**config.mk**
```make
export PLATFORM = sky130hd
export DESIGN_NAME = flash_host_ctrl
export DESIGN_NICKNAME = d
export VERILOG_FILES = /design/src/include/flash_host_pkg.sv /design/src/hdl/sync_two_stage.sv /design/src/hdl/flash_host_ctrl.sv
export VERILOG_INCLUDE_DIRS = /design/src /design/src/include
export SDC_FILE = /design/constraint.sdc
export NUM_CORES = 1
export LEC_CHECK = 0
export BUFFER_PORTS_ARGS = -buffer_cell sky130_fd_sc_hd__buf_4
export CELL_PAD_IN_SITES_DETAIL_PLACEMENT = 0
export CELL_PAD_IN_SITES_GLOBAL_PLACEMENT = 1
export CORE_UTILIZATION = 44
export CTS_CLUSTER_SIZE = 28
export DETAILED_ROUTE_END_ITERATION = 6
export HOLD_SLACK_MARGIN = 0.05
export MAX_ROUTING_LAYER = met4
export PLACE_DENSITY = 0.95
export SYNTH_ARGS = -nofsm -noshare
export SYNTH_HDL_FRONTEND = slang
export SYNTH_SLANG_ARGS = --single-unit
```
**constraint.sdc**
```tcl
create_clock -name sys_clk -period 3.1 [get_ports sys_clk]
set_input_delay 0.465 -clock sys_clk [delete_from_list [all_inputs] [get_ports sys_clk]]
set_output_delay 0.465 -clock sys_clk [all_outputs]
set_load 0.01 [all_outputs]
```
**src/include/flash_host_cfg.svh**
```systemverilog
// flash_host_cfg.svh: constants for the parallel NOR flash host controller
// assumes a 40 MHz sys_clk and a 16-bit word-wide flash with a 26-bit word address
`ifndef FLASH_HOST_CFG_SVH
`define FLASH_HOST_CFG_SVH

`define FH_ADDR_W          26
`define FH_DATA_W          16
`define FH_SECTOR_LSB      16

// ----------------------------------------
// command codes and unlock addresses
// ----------------------------------------
`define FH_UNLOCK1_ADDR    26'h0000555
`define FH_UNLOCK2_ADDR    26'h00002aa
`define FH_D_UNLOCK1       16'h00aa
`define FH_D_UNLOCK2       16'h0055
`define FH_D_RESET         16'h00f0
`define FH_D_BYPASS_ENTRY  16'h0020
`define FH_D_AUTOSELECT    16'h0090
`define FH_D_EXIT1         16'h0090
`define FH_D_EXIT2         16'h0000
`define FH_D_LOCK_ENTRY    16'h0040
`define FH_D_GUARD_ENTRY   16'h00c0
`define FH_D_PROGRAM       16'h00a0
`define FH_D_GUARD_SET     16'h0000
`define FH_D_ERASE1        16'h0080
`define FH_D_ERASE2        16'h0030

// ----------------------------------------
// bit positions
// ----------------------------------------
`define FH_LOCK_PWD_BIT    2
`define FH_LOCK_PERS_BIT   1
`define FH_LOCK_SECURE_BIT 0
`define FH_TIMEOUT_BIT     5
`define FH_ABORT_BIT       1

// ----------------------------------------
// timing
// ----------------------------------------
`define FH_CLK_NS          25
`define FH_RESTART_NS      500
`define FH_WE_NS           50
`define FH_READ_NS         100
`define FH_SYNC_LAT        2
`define FH_RP_CYC          ((`FH_RESTART_NS + `FH_CLK_NS - 1) / `FH_CLK_NS)
`define FH_WE_CYC          ((`FH_WE_NS + `FH_CLK_NS - 1) / `FH_CLK_NS)
`define FH_READ_CYC        (((`FH_READ_NS + `FH_CLK_NS - 1) / `FH_CLK_NS) + `FH_SYNC_LAT)
`define FH_SETTLE_CYC      (`FH_SYNC_LAT + 1)

`endif

```
**src/include/flash_host_pkg.sv**
```systemverilog
// flash_host_pkg: types shared by the flash host controller files
// assumes flash_host_cfg.svh is on the include path
`include "flash_host_cfg.svh"

package flash_host_pkg;

  typedef enum logic [3:0] {
    CMD_READ            = 4'h0,
    CMD_STATUS          = 4'h1,
    CMD_RESTART         = 4'h2,
    CMD_WRITE_RAW       = 4'h3,
    CMD_SW_RESET        = 4'h4,
    CMD_BUF_ABORT_RESET = 4'h5,
    CMD_BYPASS_ENTRY    = 4'h6,
    CMD_BYPASS_RESET    = 4'h7,
    CMD_AUTOSELECT      = 4'h8,
    CMD_LOCK_ENTRY      = 4'h9,
    CMD_LOCK_PROGRAM    = 4'ha,
    CMD_GUARD_ENTRY     = 4'hb,
    CMD_GUARD_PROGRAM   = 4'hc,
    CMD_GUARD_ERASE     = 4'hd,
    CMD_EXIT            = 4'he
  } cmd_kind_type;

  typedef enum logic [2:0] {
    ST_IDLE    = 3'h0,
    ST_SETUP   = 3'h1,
    ST_STROBE  = 3'h3,
    ST_HOLD    = 3'h2,
    ST_SETTLE  = 3'h6,
    ST_POLL    = 3'h7,
    ST_READ    = 3'h5,
    ST_RESTART = 3'h4
  } fsm_state_type;

  typedef struct packed {
    logic                  ceN;
    logic                  weN;
    logic                  oeN;
    logic                  restartN;
    logic                  dqEnN;
    logic [`FH_ADDR_W-1:0] addr;
    logic [`FH_DATA_W-1:0] dq;
  } flash_pins_type;

  typedef struct packed {
    logic [`FH_ADDR_W-1:0] addr;
    logic [`FH_DATA_W-1:0] data;
    logic                  last;
  } seq_step_type;

endpackage : flash_host_pkg

```
**src/hdl/sync_two_stage.sv**
```systemverilog
// sync_two_stage: two-flop synchroniser for a bundle of pin inputs
// assumes each bit is an independent level; no word coherence is promised
`timescale 1ns/1ps
`default_nettype none

module sync_two_stage #(
  parameter int WIDTH = 1
) (
  input  wire logic             sys_clk,
  input  wire logic             rst,
  input  wire logic [WIDTH-1:0] async,
  output logic      [WIDTH-1:0] synced
);

  logic [WIDTH-1:0] meta;

  genvar b;
  generate
    for (b = 0; b < WIDTH; b++) begin : g_bit
      always_ff @(posedge sys_clk) begin
        if (rst) begin
          meta[b]   <= 1'b1;
          synced[b] <= 1'b1;
        end else begin
          meta[b]   <= async[b];
          synced[b] <= meta[b];
        end
      end
    end
  endgenerate

endmodule : sync_two_stage

`default_nettype wire

```
**src/hdl/flash_host_ctrl.sv**
```systemverilog
// flash_host_ctrl: host-side command sequencer for a parallel NOR flash
// assumes the flash pins are outside sys_clk and the user side is on sys_clk
//
// Summary of operation
// write cycle: chip select, strobe low, output-enable high
// address stable at fall, data across rise; the code drives the address on the same edge as the strobe fall
// sector address is the upper address bits
// ready/busy polled only after final strobe rise
// restart pin held low the minimum pulse
// software reset writes F0, any address
// device ignores reset while program/erase runs
// reset before third program cycle cancels it
// suspended sector returns to erase-suspend-read
// host resets after autoselect, timeout, lock, abort
// buffer abort needs its own reset sequence
// unlock bypass left by two-cycle reset
// factory state: persistent mode, all unprotected
// lock bits: password 2, persistent 1, secure 0
// clearing both mode locks together aborts
// one mode lock disables the other forever
// lock entry blocks sector 0 until exit
// guard bits programmed singly, erased together
// guard programming blocks sector 0 and target
// guard mode reads return guard state
// frozen guard bits: program/erase times out
// host issues exit after guard operations
// guard freeze cleared only by restart
// resets clear partial unlock-cycle state
`timescale 1ns/1ps
`default_nettype none

module flash_host_ctrl
  import flash_host_pkg::*;
(
  input  wire logic                  sys_clk,
  input  wire logic                  rst,
  input  wire logic                  cmdValid,
  input  wire cmd_kind_type          cmdKind,
  input  wire logic [`FH_ADDR_W-1:0] cmdAddr,
  input  wire logic [`FH_DATA_W-1:0] cmdData,
  output logic                       cmdReady,
  output logic                       done,
  output logic                       error,
  output logic      [`FH_DATA_W-1:0] rdData,
  output logic                       timeoutSeen,
  output logic                       abortSeen,
  output logic                       flashCeN,
  output logic                       flashWeN,
  output logic                       flashOeN,
  output logic                       flashRestartN,
  output logic      [`FH_ADDR_W-1:0] flashAddr,
  output logic      [`FH_DATA_W-1:0] flashDqOut,
  output logic                       flashDqEnN,
  input  wire logic [`FH_DATA_W-1:0] flashDqIn,
  input  wire logic                  readyBusyN
);

  localparam flash_pins_type PINS_IDLE = '{ceN: 1'b1, weN: 1'b1, oeN: 1'b1, restartN: 1'b1,
                                            dqEnN: 1'b1, addr: '0, dq: '0};

  // ----------------------------------------
  // pin input synchronisers
  // ----------------------------------------
  logic [`FH_DATA_W:0] pinSync;
  logic [`FH_DATA_W-1:0] dqSync;
  logic                  rbSync;

  sync_two_stage #(.WIDTH(`FH_DATA_W + 1)) u_sync (
    .sys_clk (sys_clk),
    .rst     (rst),
    .async   ({readyBusyN, flashDqIn}),
    .synced  (pinSync)
  );

  assign rbSync = pinSync[`FH_DATA_W];
  assign dqSync = pinSync[`FH_DATA_W-1:0];

  // ----------------------------------------
  // command sequences
  // ----------------------------------------
  function automatic seq_step_type seqStep(input cmd_kind_type k, input logic [1:0] i,
                                           input logic [`FH_ADDR_W-1:0] a,
                                           input logic [`FH_DATA_W-1:0] d);
    seq_step_type s;
    logic [`FH_DATA_W-1:0] code;
    s = '{addr: a, data: d, last: 1'b1};
    code = `FH_D_RESET;
    case (k)
      CMD_BYPASS_ENTRY: code = `FH_D_BYPASS_ENTRY;
      CMD_AUTOSELECT:   code = `FH_D_AUTOSELECT;
      CMD_LOCK_ENTRY:   code = `FH_D_LOCK_ENTRY;
      CMD_GUARD_ENTRY:  code = `FH_D_GUARD_ENTRY;
      default:          code = `FH_D_RESET;
    endcase
    case (k)
      CMD_SW_RESET: begin
        s.data = `FH_D_RESET;
      end
      CMD_BUF_ABORT_RESET, CMD_BYPASS_ENTRY, CMD_AUTOSELECT,
      CMD_LOCK_ENTRY, CMD_GUARD_ENTRY: begin
        s.last = (i == 2'h2);
        s.addr = (i == 2'h1) ? `FH_UNLOCK2_ADDR : `FH_UNLOCK1_ADDR;
        s.data = (i == 2'h0) ? `FH_D_UNLOCK1 : ((i == 2'h1) ? `FH_D_UNLOCK2 : code);
      end
      CMD_BYPASS_RESET, CMD_EXIT: begin
        s.last = (i == 2'h1);
        s.data = (i == 2'h0) ? `FH_D_EXIT1 : `FH_D_EXIT2;
      end
      CMD_LOCK_PROGRAM: begin
        s.last = (i == 2'h1);
        s.data = (i == 2'h0) ? `FH_D_PROGRAM : {13'h1fff, d[2:0]};
      end
      CMD_GUARD_PROGRAM: begin
        s.last = (i == 2'h1);
        s.data = (i == 2'h0) ? `FH_D_PROGRAM : `FH_D_GUARD_SET;
        s.addr = {a[`FH_ADDR_W-1:`FH_SECTOR_LSB], 16'h0000};
      end
      CMD_GUARD_ERASE: begin
        s.last = (i == 2'h1);
        s.data = (i == 2'h0) ? `FH_D_ERASE1 : `FH_D_ERASE2;
      end
      default: s.last = 1'b1;
    endcase
    return s;
  endfunction : seqStep

  // ----------------------------------------
  // sequencer state
  // ----------------------------------------
  fsm_state_type         state, next_state;
  cmd_kind_type          kind, next_kind;
  logic [1:0]            step, next_step;
  logic [7:0]            cnt, next_cnt;
  logic [`FH_ADDR_W-1:0] curAddr, next_curAddr;
  logic [`FH_DATA_W-1:0] curData, next_curData;
  flash_pins_type        pins, next_pins;
  logic                  bypassMode, next_bypassMode;
  logic                  cmdSetMode, next_cmdSetMode;
  logic                  next_cmdReady, next_done, next_error;
  logic                  next_timeoutSeen, next_abortSeen;
  logic [`FH_DATA_W-1:0] next_rdData;
  seq_step_type          cur;

  assign cur = seqStep(kind, step, curAddr, curData);

  always_comb begin
    next_state       = state;
    next_kind        = kind;
    next_step        = step;
    next_cnt         = cnt;
    next_curAddr     = curAddr;
    next_curData     = curData;
    next_pins        = pins;
    next_bypassMode  = bypassMode;
    next_cmdSetMode  = cmdSetMode;
    next_timeoutSeen = timeoutSeen;
    next_abortSeen   = abortSeen;
    next_rdData      = rdData;
    next_done        = 1'b0;
    next_error       = 1'b0;
    case (state)
      ST_IDLE: begin
        if (cmdValid && cmdReady) begin
          next_curAddr = cmdAddr;
          next_curData = cmdData;
          next_kind    = cmdKind;
          next_step    = 2'h0;
          if (cmdKind == CMD_READ || cmdKind == CMD_STATUS) begin
            next_pins     = PINS_IDLE;
            next_pins.ceN = 1'b0;
            next_pins.oeN = 1'b0;
            next_pins.addr = cmdAddr;
            next_cnt      = 8'(`FH_READ_CYC);
            next_state    = ST_READ;
          end else if (cmdKind == CMD_RESTART) begin
            next_pins          = PINS_IDLE;
            next_pins.restartN = 1'b0;
            next_cnt           = 8'(`FH_RP_CYC);
            next_state         = ST_RESTART;
          end else if (cmdKind == CMD_LOCK_PROGRAM &&
                       !cmdData[`FH_LOCK_PWD_BIT] && !cmdData[`FH_LOCK_PERS_BIT]) begin
            next_error = 1'b1;
          end else begin
            if (cmdKind == CMD_SW_RESET && abortSeen) begin
              next_kind = CMD_BUF_ABORT_RESET;
            end else if (cmdKind == CMD_SW_RESET && bypassMode) begin
              next_kind = CMD_BYPASS_RESET;
            end
            next_state = ST_SETUP;
          end
        end
      end
      ST_SETUP: begin
        // address is driven on the same edge as the strobe fall
        next_pins.ceN   = 1'b0;
        next_pins.oeN   = 1'b1;
        next_pins.dqEnN = 1'b0;
        next_pins.addr  = cur.addr;
        next_pins.dq    = cur.data;
        next_pins.weN   = 1'b0;
        next_cnt        = 8'(`FH_WE_CYC);
        next_state      = ST_STROBE;
      end
      ST_STROBE: begin
        next_cnt = cnt - 8'h01;
        if (cnt == 8'h01) begin
          next_pins.weN = 1'b1;
          next_state    = ST_HOLD;
        end
      end
      ST_HOLD: begin
        // data kept one cycle past the strobe rise
        next_pins.ceN   = 1'b1;
        next_pins.dqEnN = 1'b1;
        if (cur.last) begin
          next_cnt   = 8'(`FH_SETTLE_CYC);
          next_state = ST_SETTLE;
          case (kind)
            CMD_SW_RESET: begin
              next_cmdSetMode  = 1'b0;
              next_timeoutSeen = 1'b0;
            end
            CMD_BUF_ABORT_RESET: begin
              next_abortSeen   = 1'b0;
              next_cmdSetMode  = 1'b0;
              next_timeoutSeen = 1'b0;
            end
            CMD_BYPASS_RESET: next_bypassMode = 1'b0;
            CMD_BYPASS_ENTRY: next_bypassMode = 1'b1;
            CMD_AUTOSELECT, CMD_LOCK_ENTRY, CMD_GUARD_ENTRY: next_cmdSetMode = 1'b1;
            CMD_EXIT: next_cmdSetMode = 1'b0;
            default: next_cmdSetMode = cmdSetMode;
          endcase
        end else begin
          next_step  = step + 2'h1;
          next_state = ST_SETUP;
        end
      end
      ST_SETTLE: begin
        next_cnt = cnt - 8'h01;
        if (cnt == 8'h01) begin
          next_state = ST_POLL;
        end
      end
      ST_POLL: begin
        // busy is only trusted once the synchroniser has seen the final strobe rise
        if (rbSync) begin
          next_done  = 1'b1;
          next_state = ST_IDLE;
        end
      end
      ST_READ: begin
        next_cnt = cnt - 8'h01;
        if (cnt == 8'h01) begin
          next_rdData = dqSync;
          next_pins   = PINS_IDLE;
          next_done   = 1'b1;
          next_state  = ST_IDLE;
          if (kind == CMD_STATUS) begin
            next_timeoutSeen = timeoutSeen | dqSync[`FH_TIMEOUT_BIT];
            next_abortSeen   = abortSeen | dqSync[`FH_ABORT_BIT];
          end
        end
      end
      ST_RESTART: begin
        next_cnt = cnt - 8'h01;
        if (cnt == 8'h01) begin
          next_pins.restartN = 1'b1;
          next_bypassMode    = 1'b0;
          next_cmdSetMode    = 1'b0;
          next_abortSeen     = 1'b0;
          next_timeoutSeen   = 1'b0;
          next_cnt           = 8'(`FH_RP_CYC);
          next_state         = ST_SETTLE;
        end
      end
      default: begin
        next_pins  = PINS_IDLE;
        next_state = ST_IDLE;
      end
    endcase
    next_cmdReady = (next_state == ST_IDLE);
  end

  always_ff @(posedge sys_clk) begin
    if (rst) begin
      state       <= ST_IDLE;
      kind        <= CMD_READ;
      step        <= 2'h0;
      cnt         <= 8'h00;
      curAddr     <= '0;
      curData     <= '0;
      pins        <= PINS_IDLE;
      bypassMode  <= 1'b0;
      cmdSetMode  <= 1'b0;
      cmdReady    <= 1'b0;
      done        <= 1'b0;
      error       <= 1'b0;
      rdData      <= '0;
      timeoutSeen <= 1'b0;
      abortSeen   <= 1'b0;
    end else begin
      state       <= next_state;
      kind        <= next_kind;
      step        <= next_step;
      cnt         <= next_cnt;
      curAddr     <= next_curAddr;
      curData     <= next_curData;
      pins        <= next_pins;
      bypassMode  <= next_bypassMode;
      cmdSetMode  <= next_cmdSetMode;
      cmdReady    <= next_cmdReady;
      done        <= next_done;
      error       <= next_error;
      rdData      <= next_rdData;
      timeoutSeen <= next_timeoutSeen;
      abortSeen   <= next_abortSeen;
    end
  end

  assign flashCeN      = pins.ceN;
  assign flashWeN      = pins.weN;
  assign flashOeN      = pins.oeN;
  assign flashRestartN = pins.restartN;
  assign flashAddr     = pins.addr;
  assign flashDqOut    = pins.dq;
  assign flashDqEnN    = pins.dqEnN;

  // ----------------------------------------
  // checks
  // ----------------------------------------
  localparam int RP_MIN = `FH_RP_CYC;
  logic [7:0] lowCount;
  always_ff @(posedge sys_clk) begin
    if (rst || flashRestartN) lowCount <= 8'h00;
    else lowCount <= lowCount + 8'h01;
  end
endmodule : flash_host_ctrl

`default_nettype wire

```
# == After elaboration in Yosys (flattened, before gate mapping) ==
# Index checks and enable logic that the tools add are counted.
# totals
in_bits,66
register_bits,162
elab_cells,199
# classes
reduce_logical,37
n_mux,65
bitwise_logic,4
n_addsub,2
n_eq_ne,37
# op_table
operator,n
47-bit two-way mux,4
42-bit case mux with 3 select lines,1
16-bit case mux with 6 select lines,1
8-bit two-way mux,8
26-bit case mux with 2 select lines,1
16-bit two-way mux,3
8-bit case mux with 5 select lines,1
"4-bit == test, second input constant",8
8-bit case mux with 4 select lines,1
3-bit two-way mux,10
3-bit case mux with 8 select lines,1
"4-bit by 3-bit == test with 1-bit output, second input constant",5
4-bit two-way mux,5
"2-bit != test, second input constant",8
4-bit AND reduction,4
5-bit OR reduction,3
1-bit two-way mux,14
"3-bit == test, second input constant",4
1-bit case mux with 3 select lines,4
1-bit case mux with 4 select lines,3
6-bit AND reduction,2
11-bit two-way mux,1
5-bit AND reduction,2
3-bit nonzero test,3
other kinds (30),48

# == Logic depth before layout (Yosys ltp) ==
# Gate-level depths: netlist of run 1.
# logic_depth
ltp_word,9
ltp_mapped,8
mapped_depth_nobuf,7

# == By module ==
# From an unflattened synthesis of run 1, not the netlist that was laid out.
# hier_totals
hier_cells,836
hier_area_um2,7086.8
# by_module_without_submodules
mod,instances,area_each_um2,seq_area_each_um2,cells_each
flash_host_ctrl,1,6159.7,2562.5,765
sync_two_stage,1,927.1,680.7,71

# == Least setup slack after synthesis of run 1 ==
# OpenSTA, ideal clock, no wires.
# synth_path
kind,reg2reg
startpoint,register step[1]
endpoint,register cnt[3]
synth_period_minus_slack_ns,2.042
path_slack_ns,1.058
t_arrival_ns,1.951
t_required_ns,3.009
stages_incl_launch_ff,8
n_path_buf,0
cell_sequence,dfxtp_1 -> inv_1 -> ha_1 -> or3b_2 -> a31o_2 -> a31oi_4 -> nor2_2 -> a311oi_1
# synth_between
elab_chain_cells,4
# synth_lines
element,line,source
from (decl),flash_host_ctrl.sv:132,"logic [1:0] step, next_step;"
from (signal assigned),flash_host_ctrl.sv:305,step <= next_step;
2-bit by 1-bit == test with 1-bit output or 2-bit == test (tied branches),-,
1-bit case mux with 2 select lines *,flash_host_ctrl.sv:95,case (k)
2-bit != test (no source line) *,-,
4-bit AND reduction (no source line) *,-,
to (signal assigned),flash_host_ctrl.sv:306,cnt <= next_cnt;
to (decl),flash_host_ctrl.sv:133,"logic [7:0] cnt, next_cnt;"
# Mark *: on every way between the ends. The rest lies on a longest branch, timed or not.
# A chain may end at the register's enable or synchronous reset.

# == Worst setup path in the final report of run 1 ==
# layout_path
startpoint,register kind[3]
endpoint,"register pins, in the netlist flashAddr[24]"
# layout_between
elab_chain_cells,4
# layout_lines
element,line,source
from (decl),flash_host_ctrl.sv:131,"cmd_kind_type kind, next_kind;"
from (signal assigned),flash_host_ctrl.sv:304,kind <= next_kind;
4-bit by 3-bit == test with 1-bit output or 4-bit == test (tied branches),flash_host_ctrl.sv:95,
5-bit OR reduction,flash_host_ctrl.sv:95,
26-bit case mux with 2 select lines *,flash_host_ctrl.sv:95,
42-bit case mux with 3 select lines *,flash_host_ctrl.sv:161,case (state)
to (signal assigned),flash_host_ctrl.sv:309,pins <= next_pins;
to (decl),flash_host_ctrl.sv:136,"flash_pins_type pins, next_pins;"
# Marks and branches as above.

==> results of run 1 <==
Yosys cell counts (5+ instances only):
cell      count
nor2b_1       7
ha_1          6
o211ai_1     15
buf_2        19
a22oi_1      13
inv_1         9
a211oi_1     21
nand3_1      11
or2_2        39
nand3b_1      5
clkbuf_1     44
nor2_1       18
o221ai_1      5
nand4_1       5
or3b_2        5
o21ai_0      40
a31o_2        6
dfxtp_1     162
nand2_1     154
a21oi_1     126
a32oi_1       5
nor3_1       11
a31oi_1       5
a311oi_1     15
nand2b_1      8
worst max-delay path, cell delays in order, from the launching register on:
cell,delay (ns)
dfxtp_1,0.88
nand4bb_1,0.28
nand2_1,0.22
nor4_4,0.65
a22oi_1,0.14
a211oi_1,0.30
worst max path at each step:
stage / slack [ns] / to / startpoint / depth (start not counted)
floorplan: 1.06 / cnt[3] / step[1] / 7
global placement: 0.64 / flashAddr[10] / cmdKind[0] / 7
detailed placement: 0.61 / flashAddr[8] / cmdKind[0] / 7
CTS: 0.57 / flashAddr[24] / kind[3] / 5
global route: 0.38 / flashAddr[24] / kind[3] / 5
finish: 0.54 / flashAddr[24] / kind[3] / 5
stage by stage:
stage | hold slack [ns] | setup WS, ns | utilization | total power [mW] | instances
global placement | 0.3907 | 0.6353 | 0.5320 | 4.294 | 1138
detailed placement | 0.3932 | 0.6117 | 0.5320 | 4.325 | 1138
global route | 0.2009 | 0.3809 | 0.5688 | 6.635 | 1170
finish | 0.2129 | 0.5370 | 0.5688 | 6.291 | 1170
CTS | 0.2027 | 0.5682 | 0.5688 | 6.311 | 1170
floorplan | 0.3895 | 1.058 | - | 3.702 | 838
routing by layer:
metal	wire length, µm	vias to the layer above	track usage
li1	-	3230	-
met5	0	-	-
met3	1399	48	0.07360
met2	9108	235	0.3889
met4	639	0	0.1107
met1	8069	3055	0.2871
flip-flops by register name, summed over array words and instances, names as in the netlist, 4 cells and up:
| signal | flops |
|---|---|
| curAddr | 26 |
| flashAddr | 26 |
| u_sync.meta | 17 |
| u_sync.synced | 17 |
| curData | 16 |
| flashDqOut | 16 |
| rdData | 16 |
| cnt | 8 |
| kind | 4 |
power breakdown:
group | leakage [nW] | internal, mW | switching, mW
logic | 1.56 | 0.719 | 1.01
clock network | 0.277 | 1.08 | 0.908
registers | 1.32 | 2.31 | 0.266
total | 3.16 | 4.10 | 2.19
final cells by class:
class | count | area, µm²
clock buffer | 19 | 442.9
clock inverter | 13 | 125.1
fill | 1461 | 6653
inverter | 12 | 45.04
multi-input combinational | 598 | 3478
sequential | 162 | 3243
tap | 211 | 264.0
timing repair buffer | 155 | 1176
kinds of logic (layout without fill, tap and decap cells):
group	count (synthesis)	in the layout	synth area share
simple gates	298	298	0.2146
compound gates	289	289	0.2606
flops	162	162	0.4611
buf+inv	78	199	0.04608
fa+ha+maj	6	6	0.01067
mux	3	3	0.004448
xor+xnor	2	2	0.002491
==> impl_metrics.ini, run 1 <==
[outcome]
status = finished clean

[power_and_ir_drop]
p_per_area_mw_per_mm2 = 717.0
peakVddDrop_uv = 460.1
total_leakage_power_nw = 3.157

[cts]
cts.sinks = 162
numCtsBuffers = 17
cts.htree.levels = 4
clk_latency_ns = 0.43
post-cts-setup-buffers = 0
tritoncts = built
cts.path.max_buffers = 2
cts_resized = 0
cts.reportedPaths.clkPinSlew_ns = 0.07
cts_root_buf = clkbuf_16
cts_hold_buf = 0

[synth]
postSynth.asyncResetShare = 0
yosys.cell_types.count = 72
syn_nets = 910
ys_ff_latch = 162
netlist_instances = 838
syn-cell-area_mm2 = 0.007033
yosysTopAreaCellShare = 0.4611
synth_edf_count = 0
synth_area_leaders = dfxtp_1, a21oi_1, nand2_1
synth_seq_area_share = 0.4611
yosysWarnings = 0
synth_top_area_cell = dfxtp_1
synthFlopType = dfxtp_1
syn_area_per_cell_um2 = 8.393

[drt]
postRouteWirelength_um = 19220
num_vias = 6568
drcViolationCount = 0
first_pass_iters = 5
antenna_left = 0
first_iter_violations = 498
routed_via_density = 5.614
wire_per_inst_um = 16.42

[floorplanning]
fp.dieW_um = 128.4
boundaryPins = 134
core_area_mm2 = 0.01543
start_util = 0.4559
die_area_mm2 = 0.01649
row_count = 45
fp.dieH_um = 128.4

[sta]
fin_crit_ns = 2.563
finClkSkew_ns = 0.01525
max_freq_mhz = 390.2
slew_headroom = 0.4184
maxSlewViolCount = 0
tightest_slew_ns = 0.8711
setup_violations = 0
rsz0062_at_grt = false
final.setup.tns_ns = 0
finalHoldViolations = 0
finalCritPeriodShare = 0.8268

[hold_path]
hold_class = in -> reg
whs_endpoint = u_sync.meta[12]
worstHoldStart = flashDqIn[12]
min_path_cells = 2

[run]
maxCapViolCount = 0

[layout]
drive_above_1_share = 0.2628
design_area_mm2 = 0.008775
nets = 1018
final_common_cell = dfxtp_1
final_cell_mix = dfxtp_1, nand2_1, buf_4
syn2layout_area_growth_pct = 24.76
antenna_cells = 0

[global_route]
antenna_found_initial = 0
grt_pass1_vias = 6220
grt_overflow = 0
track_usage = 0.2458
grt_first_pass_wirelength_um = 30970
grt_max_degree = 52

[setup_path]
worstPathArrival_ns = 2.90
cp-end-kind = register
crit_type = reg -> reg
reg2reg_setup_slack_ns = 0.54
crit_path_start_kind = register
timing.rr.start = kind[3]
required_ns = 3.43
rr_worst_depth = 5
reg2reg_to = flashAddr[24]
path_max_fanout = 29

[placement]
dp_hpwl_um = 13170
place_area_mm2 = 0.008207
io_buffer_count = 133
gp_congestion = 0.9365
No activity file was read; power rests on OpenSTA's default activity.
==> inputs of run 2 (changes only) <==
--- a/config.mk
+++ b/config.mk
@@ -9,12 +9,12 @@
 export BUFFER_PORTS_ARGS = -buffer_cell sky130_fd_sc_hd__buf_4
 export CELL_PAD_IN_SITES_DETAIL_PLACEMENT = 0
 export CELL_PAD_IN_SITES_GLOBAL_PLACEMENT = 1
-export CORE_UTILIZATION = 44
+export CORE_UTILIZATION = 41
 export CTS_CLUSTER_SIZE = 28
 export DETAILED_ROUTE_END_ITERATION = 6
 export HOLD_SLACK_MARGIN = 0.05
 export MAX_ROUTING_LAYER = met4
-export PLACE_DENSITY = 0.95
+export PLACE_DENSITY = 0.92
 export SYNTH_ARGS = -nofsm -noshare
 export SYNTH_HDL_FRONTEND = slang
 export SYNTH_SLANG_ARGS = --single-unit
==> constraint.sdc (replaced) <==
create_clock -name sys_clk -period 2.65 [get_ports sys_clk]
set_input_delay 0.3975 -clock sys_clk [delete_from_list [all_inputs] [get_ports sys_clk]]
set_output_delay 0.3975 -clock sys_clk [all_outputs]
set_load 0.01 [all_outputs]
==> run 2 against run 1 <==
Against the previous run:
- the run now ends with DRC left
- die area up 7.2%
- critical path depth up 2
- largest power group unchanged
- critical endpoint is now cnt[6]
- register-to-register slack worse by 0.27 ns
- clock power up 14%
- clock skew down 0.0013 ns
- utilization down 3.8 points
- non-clock buffer count up 7
- design area up 0.74%
- worst hold slack worse by 0.061 ns
- worst setup slack worse by 0.27 ns
- routed wire length up 1.9%
==> impl_metrics.ini, run 2 (synthesis results as in run 1) <==
[outcome]
status = complete, but fails checks
violations = DRC

[drt]
first_pass_iters = 7
postRouteWirelength_um = 19580
antenna_left = 0
drcViolationCount = 1
num_vias = 6563
first_iter_violations = 454
routed_via_density = 5.538
wire_per_inst_um = 16.53

[setup_path]
cpPeakStageDelay_ns = 0.47
path_max_fanout = 8
slowest_stage = or3b_2
crit_path_start_kind = register
required_ns = 2.98
path_cells = inv_1 > ha_1 > or3b_2 > a31o_2 > a31oi_4 > nor2_2 > a311oi_1
crit_family = compound AO/OA/AOI/OAI gates
cp-end-kind = register
crit_type = reg -> reg
critPathBufInv = 1
worstPathArrival_ns = 2.71

[floorplanning]
fp.dieW_um = 133.0
die_area_mm2 = 0.01768
fp.dieH_um = 133.0
boundaryPins = 134
core_area_mm2 = 0.01664
row_count = 47
start_util = 0.4226

[sta]
maxSlewViolCount = 0
rsz0062_at_grt = false
slew_headroom = 0.5847
max_freq_mhz = 419.9
final.setup.tns_ns = 0
tightest_slew_ns = 0.6183
setup_violations = 0
fin_crit_ns = 2.382
finClkSkew_ns = 0.01394
finalCritPeriodShare = 0.8987
holdWs_ns = 0.1519
finalHoldViolations = 0
fin_ws_ns = 0.2683

[layout]
antenna_cells = 0
nets = 1025
syn2layout_area_growth_pct = 25.69
drive_above_1_share = 0.2684
fillCellCount = 1573
final_cell_mix = dfxtp_1, buf_4, nand2_1
utilization = 0.5312
final_common_cell = dfxtp_1

[cts]
cts.sinks = 162
cts.path.max_buffers = 2
tritoncts = built
numCtsBuffers = 17
cts_hold_buf = 0
cts_resized = 0
cts.htree.levels = 4
post-cts-setup-buffers = 0
clk_latency_ns = 0.43
cts_root_buf = clkbuf_16
cts.reportedPaths.clkPinSlew_ns = 0.07

[power_and_ir_drop]
p_per_area_mw_per_mm2 = 831.0
p_total_mw = 7.345
total_leakage_power_nw = 3.186
peakVddDrop_uv = 510.1

[global_route]
grt_overflow = 0
antenna_found_initial = 0
grt_first_pass_wirelength_um = 31640
grt_max_degree = 54
track_usage = 0.2318
grt_pass1_vias = 6290

[placement]
place_ws_ns = 0.2211
io_buffer_count = 133
dp_hpwl_um = 13470
gp_congestion = 0.8871

[run]
maxCapViolCount = 0

[hold_path]
hold_class = in -> reg
[run 2: changes by cell type in the layout (fill, tap and decap cells not counted), sizes merged]
cell / change
clkinv: -3
buf: +7
clkinvlp: +2
[run 2: layer usage]
layer	routed length [µm]	share of wire	global-route usage	vias up
li1	-	-	-	3235
met1	8597	0.44	0.2778	3100
met2	9283	0.47	0.3677	186
met3	1206	0.062	0.06245	42
met4	496	0.025	0.09323	0
met5	0	0	-	-
[run 2: per-stage QoR]
step,cell area [µm²],std cells
floorplan,7033,838
CTS,8838,1185
detailed placement,8295,1154
finish,8840,1185
global route,8840,1185
global placement,8295,1154
[run 2: cell type report]
type                       count  area, µm²  share of cell area
timing repair buffer         162       1254              0.1418
sequential                   162       3244              0.3670
tap                          220      275.3             0.03114
clock inverter                12      100.1             0.01132
multi-input combinational    598       3478              0.3935
inverter                      12      45.04            0.005096
clock buffer                  19      442.9             0.05011
[run 2: worst paths after layout]
kind	from	to	slack (ns)	cells past startpoint
min reg2reg	u_sync.meta[3]	u_sync.synced[3]	0.41	1
min	flashDqIn[4]	u_sync.meta[4]	0.15	2
max reg2reg	step[1]	cnt[6]	0.27	7
max	step[1]	cnt[6]	0.27	7
[run 2: power breakdown]
group / switching [mW] / total [mW] / internal (mW)
logic: 1.27 / 2.14 / 0.871
clock network: 1.03 / 2.26 / 1.24
registers: 0.242 / 2.94 / 2.70
==> inputs of run 3 (changes only) <==
--- a/config.mk
+++ b/config.mk
@@ -14,7 +14,8 @@
 export DETAILED_ROUTE_END_ITERATION = 6
 export HOLD_SLACK_MARGIN = 0.05
 export MAX_ROUTING_LAYER = met4
-export PLACE_DENSITY = 0.92
+export PLACE_DENSITY = 0.91
 export SYNTH_ARGS = -nofsm -noshare
 export SYNTH_HDL_FRONTEND = slang
+export SYNTH_HIERARCHICAL = 1
 export SYNTH_SLANG_ARGS = --single-unit
==> run 3 against run 2 <==
Against the previous run:
- the run now ends clean
- maximum frequency rose by 3.6%
- sequential share of layout area fell by 0.23 points
- synthesized area rose by 0.76%
- clock skew fell by 0.00073 ns
- combinational power rose by 23%
- non-clock buffer count did not move
- critical path type unchanged
- critical endpoint is now flashAddr[0]
- highest routed layer unchanged
==> impl_metrics.ini, run 3 <==
[drt]
first_pass_iters = 5
drcViolationCount = 0
antenna_left = 0
postRouteWirelength_um = 18680
num_vias = 6562
routed_via_density = 5.561
wire_per_inst_um = 15.83
first_iter_violations = 506

[cts]
cts_hold_buf = 0
tritoncts = built
cts_root_buf = clkbuf_16
cts_resized = 0
clk_latency_ns = 0.43
cts.path.max_buffers = 2
cts.htree.levels = 4
post-cts-setup-buffers = 0
numCtsBuffers = 17
cts.sinks = 162
cts.reportedPaths.clkPinSlew_ns = 0.07

[layout]
instances_no_fill = 1180
fillCellCount = 1605
nets = 1019
syn2layout_area_growth_pct = 25.46
final_cell_mix = dfxtp_1, buf_4, nand2_1
final_common_cell = dfxtp_1
antenna_cells = 0
drive_above_1_share = 0.2229

[setup_path]
crit_path_start_kind = register
path_cells = nor3b_1 > o21ai_0 > nand2_1 > o211ai_1 > a311oi_1
timing.rr.start = kind[2]
critPathBufInv = 0
required_ns = 2.98
crit_family = simple AND/OR/NAND/NOR gates
worstPathArrival_ns = 2.63
path_max_fanout = 22
slowest_stage = dfxtp_1
crit_start = kind[2]
rr_worst_depth = 5
cpPeakStageDelay_ns = 0.71
cp-end-kind = register
critical_path_depth = 5
crit_type = reg -> reg

[synth]
syn-cell-area_mm2 = 0.007087
netlist_top_cells_count = dfxtp_1, nand2_1, a21oi_1
postSynth.asyncResetShare = 0
synthFlopType = dfxtp_1
yosysTopAreaCellShare = 0.4576
syn_area_per_cell_um2 = 8.477
yosysWarnings = 6
netlist_instances = 836
synth_area_leaders = dfxtp_1, a21oi_1, nand2_1
ys_ff_latch = 162
syn_nets = 908
yosysMostFrequentCell = dfxtp_1
synth_seq_area_share = 0.4576
synth_edf_count = 0
synth_top_area_cell = dfxtp_1
yosys.cell_types.count = 77

[floorplanning]
row_count = 47
boundaryPins = 134
fp.dieH_um = 133.5
start_util = 0.4243
core_area_mm2 = 0.01670
die_area_mm2 = 0.01781
fp.dieW_um = 133.5

[power_and_ir_drop]
p_per_area_mw_per_mm2 = 924.2
p_seq_frac = 0.376
p_switching_mw = 2.918
p_comb_frac = 0.320
peakVddDrop_uv = 472.2
total_leakage_power_nw = 3.250
swShare = 0.3552
p_int_mw = 5.299
p_clk_frac = 0.305

[placement]
placed_cells = 1148
dp_hpwl_um = 12590
gp_congestion = 0.8767
io_buffer_count = 133
place_ws_ns = 0.4211

[sta]
tightest_slew_ns = 0.9733
slew_headroom = 0.3481
rsz0062_at_grt = false
fin_ws_ns = 0.3511
setup_violations = 0
finClkSkew_ns = 0.01321
fin_crit_ns = 2.299
maxSlewViolCount = 0
finalCritPeriodShare = 0.8675
max_freq_mhz = 435.0
final.setup.tns_ns = 0
finalHoldViolations = 0

[outcome]
status = finished clean

[global_route]
antenna_found_initial = 0
grt_max_degree = 64
grt_first_pass_wirelength_um = 30450
track_usage = 0.2193
grt_pass1_vias = 6043
grt_overflow = 0

[hold_path]
worstHoldStart = flashDqIn[14]
min_path_cells = 2
hold_class = in -> reg

[run]
maxCapViolCount = 0
## run 3: cell count changes after synthesis, moves of 4 or more
| cell | before | now |
|---|---|---|
| a21oi_1 | 126 | 118 |
| a31o_2 | 6 | 2 |
| and2_1 | 4 | 9 |
| nand3_1 | 11 | 5 |
| nor2_1 | 18 | 14 |
| nor3b_1 | 2 | 7 |
| nor4_1 | 1 | 5 |
| or2_1 | 0 | 34 |
| or2_2 | 39 | 1 |
## run 3: final cells by class
cell class | count | area (µm²) | area share
clock inverters | 14 | 171.4 | 0.01928
well taps | 220 | 275.3 | 0.03096
repair buffers | 162 | 1241 | 0.1396
clock buffers | 18 | 439.2 | 0.04939
inverters | 12 | 45.04 | 0.005066
multi-input cells | 592 | 3476 | 0.3909
flip-flops and latches | 162 | 3243 | 0.3648
## run 3: logic make-up (layout without fill, tap and decap cells)
family	after synthesis	after routing	share of synthesized area
AO/OA/AOI/OAI	287	287	0.2634
XOR/XNOR	3	3	0.003708
adder cells (fa/ha/maj)	6	6	0.01059
buffers and inverters	82	206	0.05208
flip-flops	162	162	0.4576
multiplexers	3	3	0.004237
AND/OR/NAND/NOR	293	293	0.2083
## run 3: routing by layer
layer / GRT usage / wire (µm) / vias to the layer above
li1: - / - / 3246
met1: 0.2854 / 8594 / 3099
met2: 0.3275 / 8778 / 189
met3: 0.05137 / 933 / 28
met4: 0.08649 / 378 / 0
met5: - / 0 / -
## run 3: worst reg2reg max path: cells and delay by family, from the launching register on
family | cells | cell delay (ns)
AND/OR/NAND/NOR | 2 | 0.84
flip-flops | 1 | 0.71
AO/OA/AOI/OAI | 3 | 0.66
## run 3: final timing paths
path	endpoint	slack (ns)
max	flashAddr[0]	0.35
min	u_sync/meta[14]	0.14
max reg2reg	flashAddr[0]	0.35
min reg2reg	u_sync/synced[16]	0.40
## run 3: metrics by stage
stage	util	area (µm²)	power (mW)	hold WS [ns]
after global routing	0.5324	8891	8.691	0.1301
final	0.5324	8891	8.217	0.1414
after global placement	0.4958	8280	5.707	0.3841
after floorplan	-	7087	4.837	0.3832
after CTS	0.5324	8891	8.254	0.1263
after detailed placement	0.4958	8280	5.741	0.3887
## run 3: power groups by stage
stage               registers [mW]  clock network [mW]  logic [mW]
floorplan                     3.08                   0        1.76
global placement              3.13                   0        2.58
detailed placement            3.14                   0        2.61
CTS                           3.08                2.56        2.61
global route                  3.14                2.67        2.89
finish                        3.09                2.50        2.63
